==> src/design/i2c_slave_control_port_regs.vh <==
`ifndef I2C_SLAVE_CONTROL_PORT_REGS_VH
`define I2C_SLAVE_CONTROL_PORT_REGS_VH

// Fixed upper five bits of the seven-bit slave address
`define I2C_DEV_ADDR_FIXED 5'h0d
// Direction bit value that requests a read
`define I2C_DIR_READ 1'b1
// Width of the internal location address
`define I2C_LOC_ADDR_W 12
// Zero-padded upper bits of the high subaddress byte
`define I2C_SUBH_PAD_MSB 7
`define I2C_SUBH_PAD_LSB 4
// Bits per byte on the wire; the ninth pulse is the acknowledge
`define I2C_BITS_PER_BYTE 4'h8
// Largest and smallest word length in bytes
`define I2C_WORD_LEN_MAX 3'h5
`define I2C_WORD_LEN_MIN 3'h1
// Cycles to let the boot-source pin settle through the synchroniser
`define I2C_STRAP_SETTLE 2'h3
// Default highest valid location
`define I2C_TOP_LOC 12'hfff

`endif

==> src/design/pin_sync.v <==
`timescale 1ns/1ps
// Two-flop synchroniser for a bundle of asynchronous pins
module pin_sync #(
  parameter WIDTH = 2,
  parameter [WIDTH-1:0] INIT = {WIDTH{1'b1}}
) (
  input wire ref_clk,
  input wire rst,
  input wire [WIDTH-1:0] async_in,
  output wire [WIDTH-1:0] sync_out
);

  reg [WIDTH-1:0] meta_ff;
  reg [WIDTH-1:0] sync_ff;

  always @(posedge ref_clk) begin
    if (rst) begin
      meta_ff <= INIT;
      sync_ff <= INIT;
    end else begin
      meta_ff <= async_in;
      sync_ff <= meta_ff;
    end
  end

  assign sync_out = sync_ff;

endmodule // pin_sync

==> src/design/i2c_slave_control_port.v <==
// Function
// - Acts only as bus slave; never starts a transfer nor drives SCL.
// - Responds to address 01101, high select pin, low select pin.
// - Address byte LSB one means read, zero means write.
// - Start is SDA fall with SCL high; then shift eight bits MSB first.
// - Acknowledge own address on ninth pulse, a read only after a valid subaddress; otherwise release and go idle.
// - Stop is SDA rise with SCL high; it always ends a transfer.
// - Start or stop anywhere aborts the sequence at once.
// - Invalid subaddress gets no acknowledge and the port goes idle.
// - Subaddress advances at each word boundary, length from decoder, until stop.
// - Burst read past top keeps returning the top location until master nack.
// - Burst write past top discards the byte, nacks it, goes idle.
// - Writes acknowledge address, both subaddress bytes and every data byte up to the top location.
// - After read address ack the port drives data; master acks to continue.
// - Write carries subaddress high byte, low byte, then data bytes.
// - Port enabled when boot-source select pin is low at power-up.
// - Subaddress is twelve bits; upper four bits of high byte are zero.
`timescale 1ns/1ps
`include "i2c_slave_control_port_regs.vh"
module i2c_slave_control_port #(
  parameter [11:0] TOP_LOC = `I2C_TOP_LOC
) (
  input wire ref_clk,
  input wire rst,
  input wire scl_in,
  input wire sda_in,
  output wire sda_out,
  output wire sda_oe,
  input wire addr_select_low_pin,
  input wire addr_select_high_pin,
  input wire boot_source_select_pin,
  output wire port_enabled,
  output wire [11:0] loc_addr,
  output wire [2:0] loc_byte_idx,
  input wire dec_valid,
  input wire [2:0] dec_len,
  output wire wr_strobe,
  output wire [7:0] wr_data,
  input wire [7:0] rd_data,
  output wire rd_strobe,
  output wire busy
);

  localparam [3:0] ST_IDLE = 4'h0;
  localparam [3:0] ST_ADDR = 4'h1;
  localparam [3:0] ST_ACK_ADDR = 4'h2;
  localparam [3:0] ST_SUBH = 4'h3;
  localparam [3:0] ST_ACK_SUBH = 4'h4;
  localparam [3:0] ST_SUBL = 4'h5;
  localparam [3:0] ST_ACK_SUBL = 4'h6;
  localparam [3:0] ST_WDATA = 4'h7;
  localparam [3:0] ST_ACK_WDATA = 4'h8;
  localparam [3:0] ST_RDATA = 4'h9;
  localparam [3:0] ST_MACK = 4'ha;

  wire [4:0] pins_s;
  wire scl_s;
  wire sda_s;
  wire sel_low_s;
  wire sel_high_s;
  wire boot_sel_s;

  pin_sync #(
    .WIDTH(5),
    .INIT(5'h03)
  ) u_sync (
    .ref_clk(ref_clk),
    .rst(rst),
    .async_in({boot_source_select_pin, addr_select_high_pin, addr_select_low_pin, sda_in, scl_in}),
    .sync_out(pins_s)
  );

  assign scl_s = pins_s[0];
  assign sda_s = pins_s[1];
  assign sel_low_s = pins_s[2];
  assign sel_high_s = pins_s[3];
  assign boot_sel_s = pins_s[4];

  reg scl_prev_ff;
  reg sda_prev_ff;
  reg [1:0] strap_cnt_ff;
  reg en_ff;
  reg [3:0] state_ff;
  reg [3:0] nxt_state;
  reg [3:0] bit_cnt_ff;
  reg [3:0] nxt_bit_cnt;
  reg [7:0] rx_ff;
  reg [7:0] nxt_rx;
  reg [7:0] tx_ff;
  reg [7:0] nxt_tx;
  reg [3:0] subh_ff;
  reg [3:0] nxt_subh;
  reg [11:0] addr_ff;
  reg [11:0] nxt_addr;
  reg [2:0] idx_ff;
  reg [2:0] nxt_idx;
  reg sub_ok_ff;
  reg nxt_sub_ok;
  reg past_top_ff;
  reg nxt_past_top;
  reg drive_low_ff;
  reg nxt_drive_low;
  reg drive_data_ff;
  reg nxt_drive_data;
  reg wr_strobe_ff;
  reg nxt_wr_strobe;
  reg [7:0] wr_data_ff;
  reg [7:0] nxt_wr_data;
  reg rd_strobe_ff;
  reg nxt_rd_strobe;

  wire scl_rise = scl_s & ~scl_prev_ff;
  wire scl_fall = ~scl_s & scl_prev_ff;
  wire start_seen = scl_s & scl_prev_ff & sda_prev_ff & ~sda_s;
  wire stop_seen = scl_s & scl_prev_ff & ~sda_prev_ff & sda_s;
  wire [6:0] own_addr = {`I2C_DEV_ADDR_FIXED, sel_high_s, sel_low_s};
  wire [7:0] rx_next = {rx_ff[6:0], sda_s};
  wire byte_done = (bit_cnt_ff == `I2C_BITS_PER_BYTE);
  wire len_ok = (dec_len >= `I2C_WORD_LEN_MIN) && (dec_len <= `I2C_WORD_LEN_MAX);

  // True when the current byte closes the word at the current location
  function word_end;
    input [2:0] idx;
    input [2:0] len;
    begin
      word_end = (idx == (len - 3'h1));
    end
  endfunction

  // Strap is caught after reset once the synchroniser has settled
  always @(posedge ref_clk) begin
    if (rst) begin
      strap_cnt_ff <= 2'h0;
      en_ff <= 1'b0;
    end else if (strap_cnt_ff != `I2C_STRAP_SETTLE) begin
      strap_cnt_ff <= strap_cnt_ff + 2'h1;
      if (strap_cnt_ff == (`I2C_STRAP_SETTLE - 2'h1)) begin
        en_ff <= ~boot_sel_s;
      end
    end
  end

  always @* begin
    nxt_state = state_ff;
    nxt_bit_cnt = bit_cnt_ff;
    nxt_rx = rx_ff;
    nxt_tx = tx_ff;
    nxt_subh = subh_ff;
    nxt_addr = addr_ff;
    nxt_idx = idx_ff;
    nxt_sub_ok = sub_ok_ff;
    nxt_past_top = past_top_ff;
    nxt_drive_low = drive_low_ff;
    nxt_drive_data = drive_data_ff;
    nxt_wr_strobe = 1'b0;
    nxt_wr_data = wr_data_ff;
    nxt_rd_strobe = 1'b0;
    if (!en_ff) begin
      nxt_state = ST_IDLE;
    end else if (stop_seen) begin
      nxt_state = ST_IDLE;
      nxt_drive_low = 1'b0;
      nxt_drive_data = 1'b0;
      nxt_sub_ok = 1'b0;
    end else if (start_seen) begin
      nxt_state = ST_ADDR;
      nxt_bit_cnt = 4'h0;
      nxt_drive_low = 1'b0;
      nxt_drive_data = 1'b0;
    end else begin
      if (scl_rise && bit_cnt_ff != `I2C_BITS_PER_BYTE) begin
        case (state_ff)
          ST_ADDR, ST_SUBH, ST_SUBL, ST_WDATA: begin
            nxt_rx = rx_next;
            nxt_bit_cnt = bit_cnt_ff + 4'h1;
          end
          default: begin
          end
        endcase
      end
      case (state_ff)
        ST_IDLE: begin
          nxt_drive_low = 1'b0;
          nxt_drive_data = 1'b0;
        end
        ST_ADDR: begin
          if (scl_fall && byte_done) begin
            nxt_bit_cnt = 4'h0;
            if (rx_ff[7:1] != own_addr) begin
              nxt_state = ST_IDLE;
            end else if (rx_ff[0] == `I2C_DIR_READ && !(sub_ok_ff && dec_valid && len_ok)) begin
              nxt_state = ST_IDLE;
            end else begin
              nxt_state = ST_ACK_ADDR;
              nxt_drive_low = 1'b1;
            end
          end
        end
        ST_ACK_ADDR: begin
          if (scl_fall) begin
            nxt_drive_low = 1'b0;
            if (rx_ff[0] == `I2C_DIR_READ) begin
              nxt_state = ST_RDATA;
              nxt_tx = rd_data;
              nxt_rd_strobe = 1'b1;
              nxt_drive_data = 1'b1;
              nxt_bit_cnt = 4'h1;
            end else begin
              nxt_state = ST_SUBH;
              nxt_sub_ok = 1'b0;
            end
          end
        end
        ST_SUBH: begin
          if (scl_fall && byte_done) begin
            nxt_bit_cnt = 4'h0;
            if (rx_ff[`I2C_SUBH_PAD_MSB:`I2C_SUBH_PAD_LSB] != 4'h0) begin
              nxt_state = ST_IDLE;
            end else begin
              nxt_subh = rx_ff[3:0];
              nxt_state = ST_ACK_SUBH;
              nxt_drive_low = 1'b1;
            end
          end
        end
        ST_ACK_SUBH: begin
          if (scl_fall) begin
            nxt_drive_low = 1'b0;
            nxt_state = ST_SUBL;
          end
        end
        ST_SUBL: begin
          if (scl_rise && bit_cnt_ff == (`I2C_BITS_PER_BYTE - 4'h1)) begin
            nxt_addr = {subh_ff, rx_next};
            nxt_idx = 3'h0;
            nxt_past_top = 1'b0;
          end
          if (scl_fall && byte_done) begin
            nxt_bit_cnt = 4'h0;
            if (!dec_valid || !len_ok) begin
              nxt_state = ST_IDLE;
            end else begin
              nxt_state = ST_ACK_SUBL;
              nxt_drive_low = 1'b1;
              nxt_sub_ok = 1'b1;
            end
          end
        end
        ST_ACK_SUBL: begin
          if (scl_fall) begin
            nxt_drive_low = 1'b0;
            nxt_state = ST_WDATA;
          end
        end
        ST_WDATA: begin
          if (scl_fall && byte_done) begin
            nxt_bit_cnt = 4'h0;
            if (past_top_ff || !dec_valid || !len_ok) begin
              nxt_state = ST_IDLE;
            end else begin
              nxt_wr_strobe = 1'b1;
              nxt_wr_data = rx_ff;
              nxt_state = ST_ACK_WDATA;
              nxt_drive_low = 1'b1;
            end
          end
        end
        ST_ACK_WDATA: begin
          if (scl_fall) begin
            nxt_drive_low = 1'b0;
            nxt_state = ST_WDATA;
            if (word_end(idx_ff, dec_len)) begin
              nxt_idx = 3'h0;
              if (addr_ff == TOP_LOC) begin
                nxt_past_top = 1'b1;
              end else begin
                nxt_addr = addr_ff + 12'h001;
              end
            end else begin
              nxt_idx = idx_ff + 3'h1;
            end
          end
        end
        ST_RDATA: begin
          if (scl_fall) begin
            if (byte_done) begin
              nxt_state = ST_MACK;
              nxt_drive_data = 1'b0;
              nxt_bit_cnt = 4'h0;
            end else begin
              nxt_tx = {tx_ff[6:0], 1'b0};
              nxt_bit_cnt = bit_cnt_ff + 4'h1;
            end
          end
        end
        ST_MACK: begin
          if (scl_rise) begin
            if (sda_s) begin
              nxt_state = ST_IDLE;
            end else begin
              nxt_bit_cnt = 4'h1;
              if (word_end(idx_ff, dec_len)) begin
                nxt_idx = 3'h0;
                if (addr_ff != TOP_LOC) begin
                  nxt_addr = addr_ff + 12'h001;
                end
              end else begin
                nxt_idx = idx_ff + 3'h1;
              end
            end
          end
          if (scl_fall && bit_cnt_ff == 4'h1) begin
            nxt_state = ST_RDATA;
            nxt_tx = rd_data;
            nxt_rd_strobe = 1'b1;
            nxt_drive_data = 1'b1;
          end
        end
        default: begin
          nxt_state = ST_IDLE;
        end
      endcase
    end
  end

  always @(posedge ref_clk) begin
    if (rst) begin
      scl_prev_ff <= 1'b1;
      sda_prev_ff <= 1'b1;
      state_ff <= ST_IDLE;
      bit_cnt_ff <= 4'h0;
      rx_ff <= 8'h00;
      tx_ff <= 8'h00;
      subh_ff <= 4'h0;
      addr_ff <= 12'h000;
      idx_ff <= 3'h0;
      sub_ok_ff <= 1'b0;
      past_top_ff <= 1'b0;
      drive_low_ff <= 1'b0;
      drive_data_ff <= 1'b0;
      wr_strobe_ff <= 1'b0;
      wr_data_ff <= 8'h00;
      rd_strobe_ff <= 1'b0;
    end else begin
      scl_prev_ff <= scl_s;
      sda_prev_ff <= sda_s;
      state_ff <= nxt_state;
      bit_cnt_ff <= nxt_bit_cnt;
      rx_ff <= nxt_rx;
      tx_ff <= nxt_tx;
      subh_ff <= nxt_subh;
      addr_ff <= nxt_addr;
      idx_ff <= nxt_idx;
      sub_ok_ff <= nxt_sub_ok;
      past_top_ff <= nxt_past_top;
      drive_low_ff <= nxt_drive_low;
      drive_data_ff <= nxt_drive_data;
      wr_strobe_ff <= nxt_wr_strobe;
      wr_data_ff <= nxt_wr_data;
      rd_strobe_ff <= nxt_rd_strobe;
    end
  end

  // Open drain: only ever pulls SDA low, SCL is never driven
  assign sda_out = 1'b0;
  assign sda_oe = drive_low_ff | (drive_data_ff & ~tx_ff[7]);
  assign port_enabled = en_ff;
  assign loc_addr = addr_ff;
  assign loc_byte_idx = idx_ff;
  assign wr_strobe = wr_strobe_ff;
  assign wr_data = wr_data_ff;
  assign rd_strobe = rd_strobe_ff;
  assign busy = (state_ff != ST_IDLE);

endmodule // i2c_slave_control_port

==> config.mk <==
export PLATFORM = sky130hd
export DESIGN_NAME = i2c_slave_control_port
export DESIGN_NICKNAME = d
export VERILOG_FILES = /design/src/design/pin_sync.v /design/src/design/i2c_slave_control_port.v
export VERILOG_INCLUDE_DIRS = /design/src /design/src/design
export SDC_FILE = /design/constraint.sdc
export NUM_CORES = 1
export LEC_CHECK = 0
export ABC_AREA = 1
export BUFFER_PORTS_ARGS = -buffer_cell sky130_fd_sc_hd__buf_2
export CORE_UTILIZATION = 40
export CTS_CLUSTER_SIZE = 30
export DETAILED_ROUTE_END_ITERATION = 8
export PLACE_DENSITY = 0.63
export SYNTH_ARGS = -nofsm -noshare
export SYNTH_HDL_FRONTEND = slang
export SYNTH_HIERARCHICAL = 1
export SYNTH_SLANG_ARGS = --single-unit
==> constraint.sdc <==
create_clock -name ref_clk -period 5.95 [get_ports ref_clk]
set_clock_uncertainty 0.2 [all_clocks]
set_input_delay 0.595 -clock ref_clk [delete_from_list [all_inputs] [get_ports ref_clk]]
set_output_delay 0.595 -clock ref_clk [all_outputs]
set_load 0.01 [all_outputs]
==> summary.md <==
The via-per-instance ratio was 5.018. Leakage power of the design: 0.002154 uW. The worst setup path is captured at a flip-flop. The proportion of synthesized flip-flops having asynchronous set or reset is 0. The floorplan has 36 rows.

The logs give 0.4126 for the relative max-transition margin and 678 for the number of nets in the synthesized netlist. The run gives 45 as the pin count of the biggest net entering global routing. At the pin with the least slew margin, the transition time is 881.1 ps. Number of global-route vias before repair: 3700. For this run the aggregate overflow at the end of global routing stands at 0. For this block, the via count after detailed routing is 4165. The area growth from synthesis to layout came out at 13.12%.

The number of cells after detailed placement came out at 814. Data arrives at the worst endpoint at 2790 ps. Setup slack on the critical path of the routed design comes to 3214 ps.

The critical path in this run is classified as flip-flop to flip-flop. The number of different library cells used by synthesis comes to 38. The period utilization was 0.4599; the buffer levels on the longest clock path was 2.

The core region is 9910 sq um. Buffers added to address setup during post-CTS repair amount to 0. The overall die width was 103.7 um; the power per cell area was 217.8 nW/um^2. The effective utilization at floorplan was 0.4176; the worst reg-to-reg setup slack was 3210 ps. The tools report the initial antenna violation count as 0. After layout, the design draws a total of 1019 uW. In this run the most used layer during global routing was met2. The final instance count without filler cells came out at 830. TritonCTS built the clock tree. The logs give 3 for the number of levels in the clock H-tree and 0 for the antenna diode instance count. Yosys mapped a number of flops with a built-in enable equal to 0. The global-route track usage on met2 is 0.3394, and the synthesized instance count is 650. The later pin in the worst-skew pair is clocked with a latency of 360 ps.

The Yosys step of the flow raised 6 warnings. Clock-pin slew was measured on the worst setup and hold paths at 80 ps. The commonest cells after synthesis are nand2_1, nor2_1, inv_1, dfxtp_1, o21ai_0. For this block, the initial DRC count from the detailed router was 167.

The number of hold buffers added after CTS was 0. Clock tree synthesis found a total of 72 sinks. Total wirelength of the detailed-routed design: 11.03 mm. Of all cell types, the one taking the most synthesized area is dfxtp_1.

The quantity of I/O buffers inserted on ports was 46. Setup violations remaining at the end of the flow were counted as 0. Setup repair after global routing left no endpoint under its margin. Timing analysis after detailed placement gives a worst setup slack of 2979 ps.

For the register area, the log shows 1441 sq um. The total track usage was 0.2095; the post-route setup TNS was 0 ps. Combined area of all synthesized cells: 4138 sq um. The fraction of final layout cells sized beyond drive strength 1 came out at 0.1277. After detailed routing, the average wire length per cell comes to 13.28 um.

In this run the worst hold path is classified as flip-flop to flip-flop. Number of hold violations in the final report: 0. The total number of nets in the final design is 720. The area taken by multi-input logic gates came out at 2285 sq um. CTS placed an instance of clkbuf_8 at the clock tree root. The top cell type's share of synthesized area is 0.3484.

Ranked by total cell area, the synthesized netlist is headed by dfxtp_1, nand2_1, nor2_1, inv_1, o21ai_0. The flow ran to the end, and the final reports show no timing, DRC or antenna violations. Prevailing post-synth register cell: dfxtp_1. For this run, the top clock speed supported by timing is 365.4 MHz. The post-synthesis sequential area ratio was 0.3484; the minimum clock period was 2736 ps.

The number of nets still failing antenna checks after routing came out at 0. In this run the count of I/O pins placed on the die edge is 48. Counting the fill cells in the layout gives 1076.

The met3 layer usage reported by global route is 0.04846. After detailed routing, the number of remaining DRC violations is 0. Per-instance average area after synthesis: 6.366 sq um.

Across the VDD grid, the largest voltage drop is 0.1002 mV. The estimated wirelength of the detail-placed design was 8.119 mm; the number of maximum-capacitance violations was 0. Global-route wire length before repair: 18.13 mm.

The kind of launch point of the worst setup path was a flip-flop. Once the clock tree was built, the resizer swapped 0 gates to a different size. The die covers 10750 sq um. For the met1 demand-to-capacity share in global routing, the log shows 0.2717.

Counting flops and latches in the post-synthesis netlist gives 72. Along the worst path, the maximum fanout reaches 16. The run gives 9 as the CTS buffer count.

The die boundary height was 103.7 um. The most common cell in the synthesized netlist is nand2_1. The number of iterations in the first detailed-routing pass is 7, and the required time of the critical path is 6010 ps. The number of pins with negative max-slew slack in the final report is 0. The congestion estimate from routability-driven global placement came to 0.9783.
-- registers in the layout, indices dropped and copies added, names as in the netlist, 2 cells and up --
signal and cells:
loc_byte_idx 3, tx_ff 8, loc_addr 12, bit_cnt_ff 4
subh_ff 4, state_ff 4, u_sync/meta_ff 5, rx_ff 8
wr_data 8, strap_cnt_ff 2, u_sync/sync_out 5
-- stage by stage --
| stage | util | hold slack [ps] | instance area, sq um |
|---|---|---|---|
| floorplan | - | 186.5 | 4138 |
| global placement | 0.4501 | 191.4 | 4461 |
| detailed placement | 0.4501 | 196.5 | 4461 |
| CTS | 0.4723 | 198.7 | 4681 |
| global route | 0.4723 | 204.2 | 4681 |
| finish | 0.4723 | 206.5 | 4681 |
-- critical path, cell delays in order (launching register included) --
cell	delay [ps]
dfxtp_1	520
nand2_2	120
nor2_1	660
nor2_2	130
nor4_4	750
nand2_1	110
nand2_1	90
nor2_1	40
-- cells by family (layout without fill, tap and decap cells) --
group	count (synthesis)	in the layout	share of synthesized area
AO/OA/AOI/OAI	105	105	0.1349
flip-flops	72	72	0.3484
other	1	1	0.0009063
buffers and inverters	104	151	0.09948
XOR/XNOR	9	9	0.01905
AND/OR/NAND/NOR	350	350	0.3701
adder cells (fa/ha/maj)	9	9	0.02722
-- power by group --
part	switching (uW)	internal (uW)
combinational	51.7	26.4
clock	205	238
sequential	7.35	491
total	264	756
-- per-layer routing --
| layer | vias up | wire length (um) |
|---|---|---|
| met5 | - | 0 |
| met4 | 0 | 250 |
| met3 | 23 | 456 |
| met2 | 95 | 5060 |
| met1 | 1887 | 5258 |
| li1 | 2160 | - |
-- worst paths after layout --
kind / from / endpoint / depth (start not counted)
worst max-delay path: state_ff[0] / tx_ff[6] / 7
worst min-delay path: u_sync/sync_out[4] / port_enabled / 1
worst max register to register: state_ff[0] / tx_ff[6] / 7
worst min register to register: u_sync/sync_out[4] / port_enabled / 1
-- layout make-up --
type	count	share of cell area
clock buffer	10	0.02727
tap	133	0.03555
timing repair buffer	47	0.05079
clock inverter	6	0.01978
inverter	88	0.07057
multi-input combinational	474	0.4881
sequential	72	0.3079
-- cell usage in the layout, fill, tap and decap left out, types with 2 or more instances in the layout --
cell type	n
a211oi_1	3
o31ai_1	2
nor3_2	2
nand2_1	164
nand3b_1	5
or2_2	2
ha_1	9
inv_2	9
nor2_1	96
a21oi_1	43
nand3_1	41
nand4_1	11
nor2_4	2
clkinvlp_4	2
nand2_2	4
clkbuf_8	9
xor2_1	8
nor2_2	3
o21ai_1	3
o22ai_1	3
nand3_2	3
buf_2	46
bufinv_16	2
dfxtp_1	72
nor3_1	13
nor4_1	2
inv_1	78
o21ai_0	46
No activity file was read; power rests on OpenSTA's default activity.
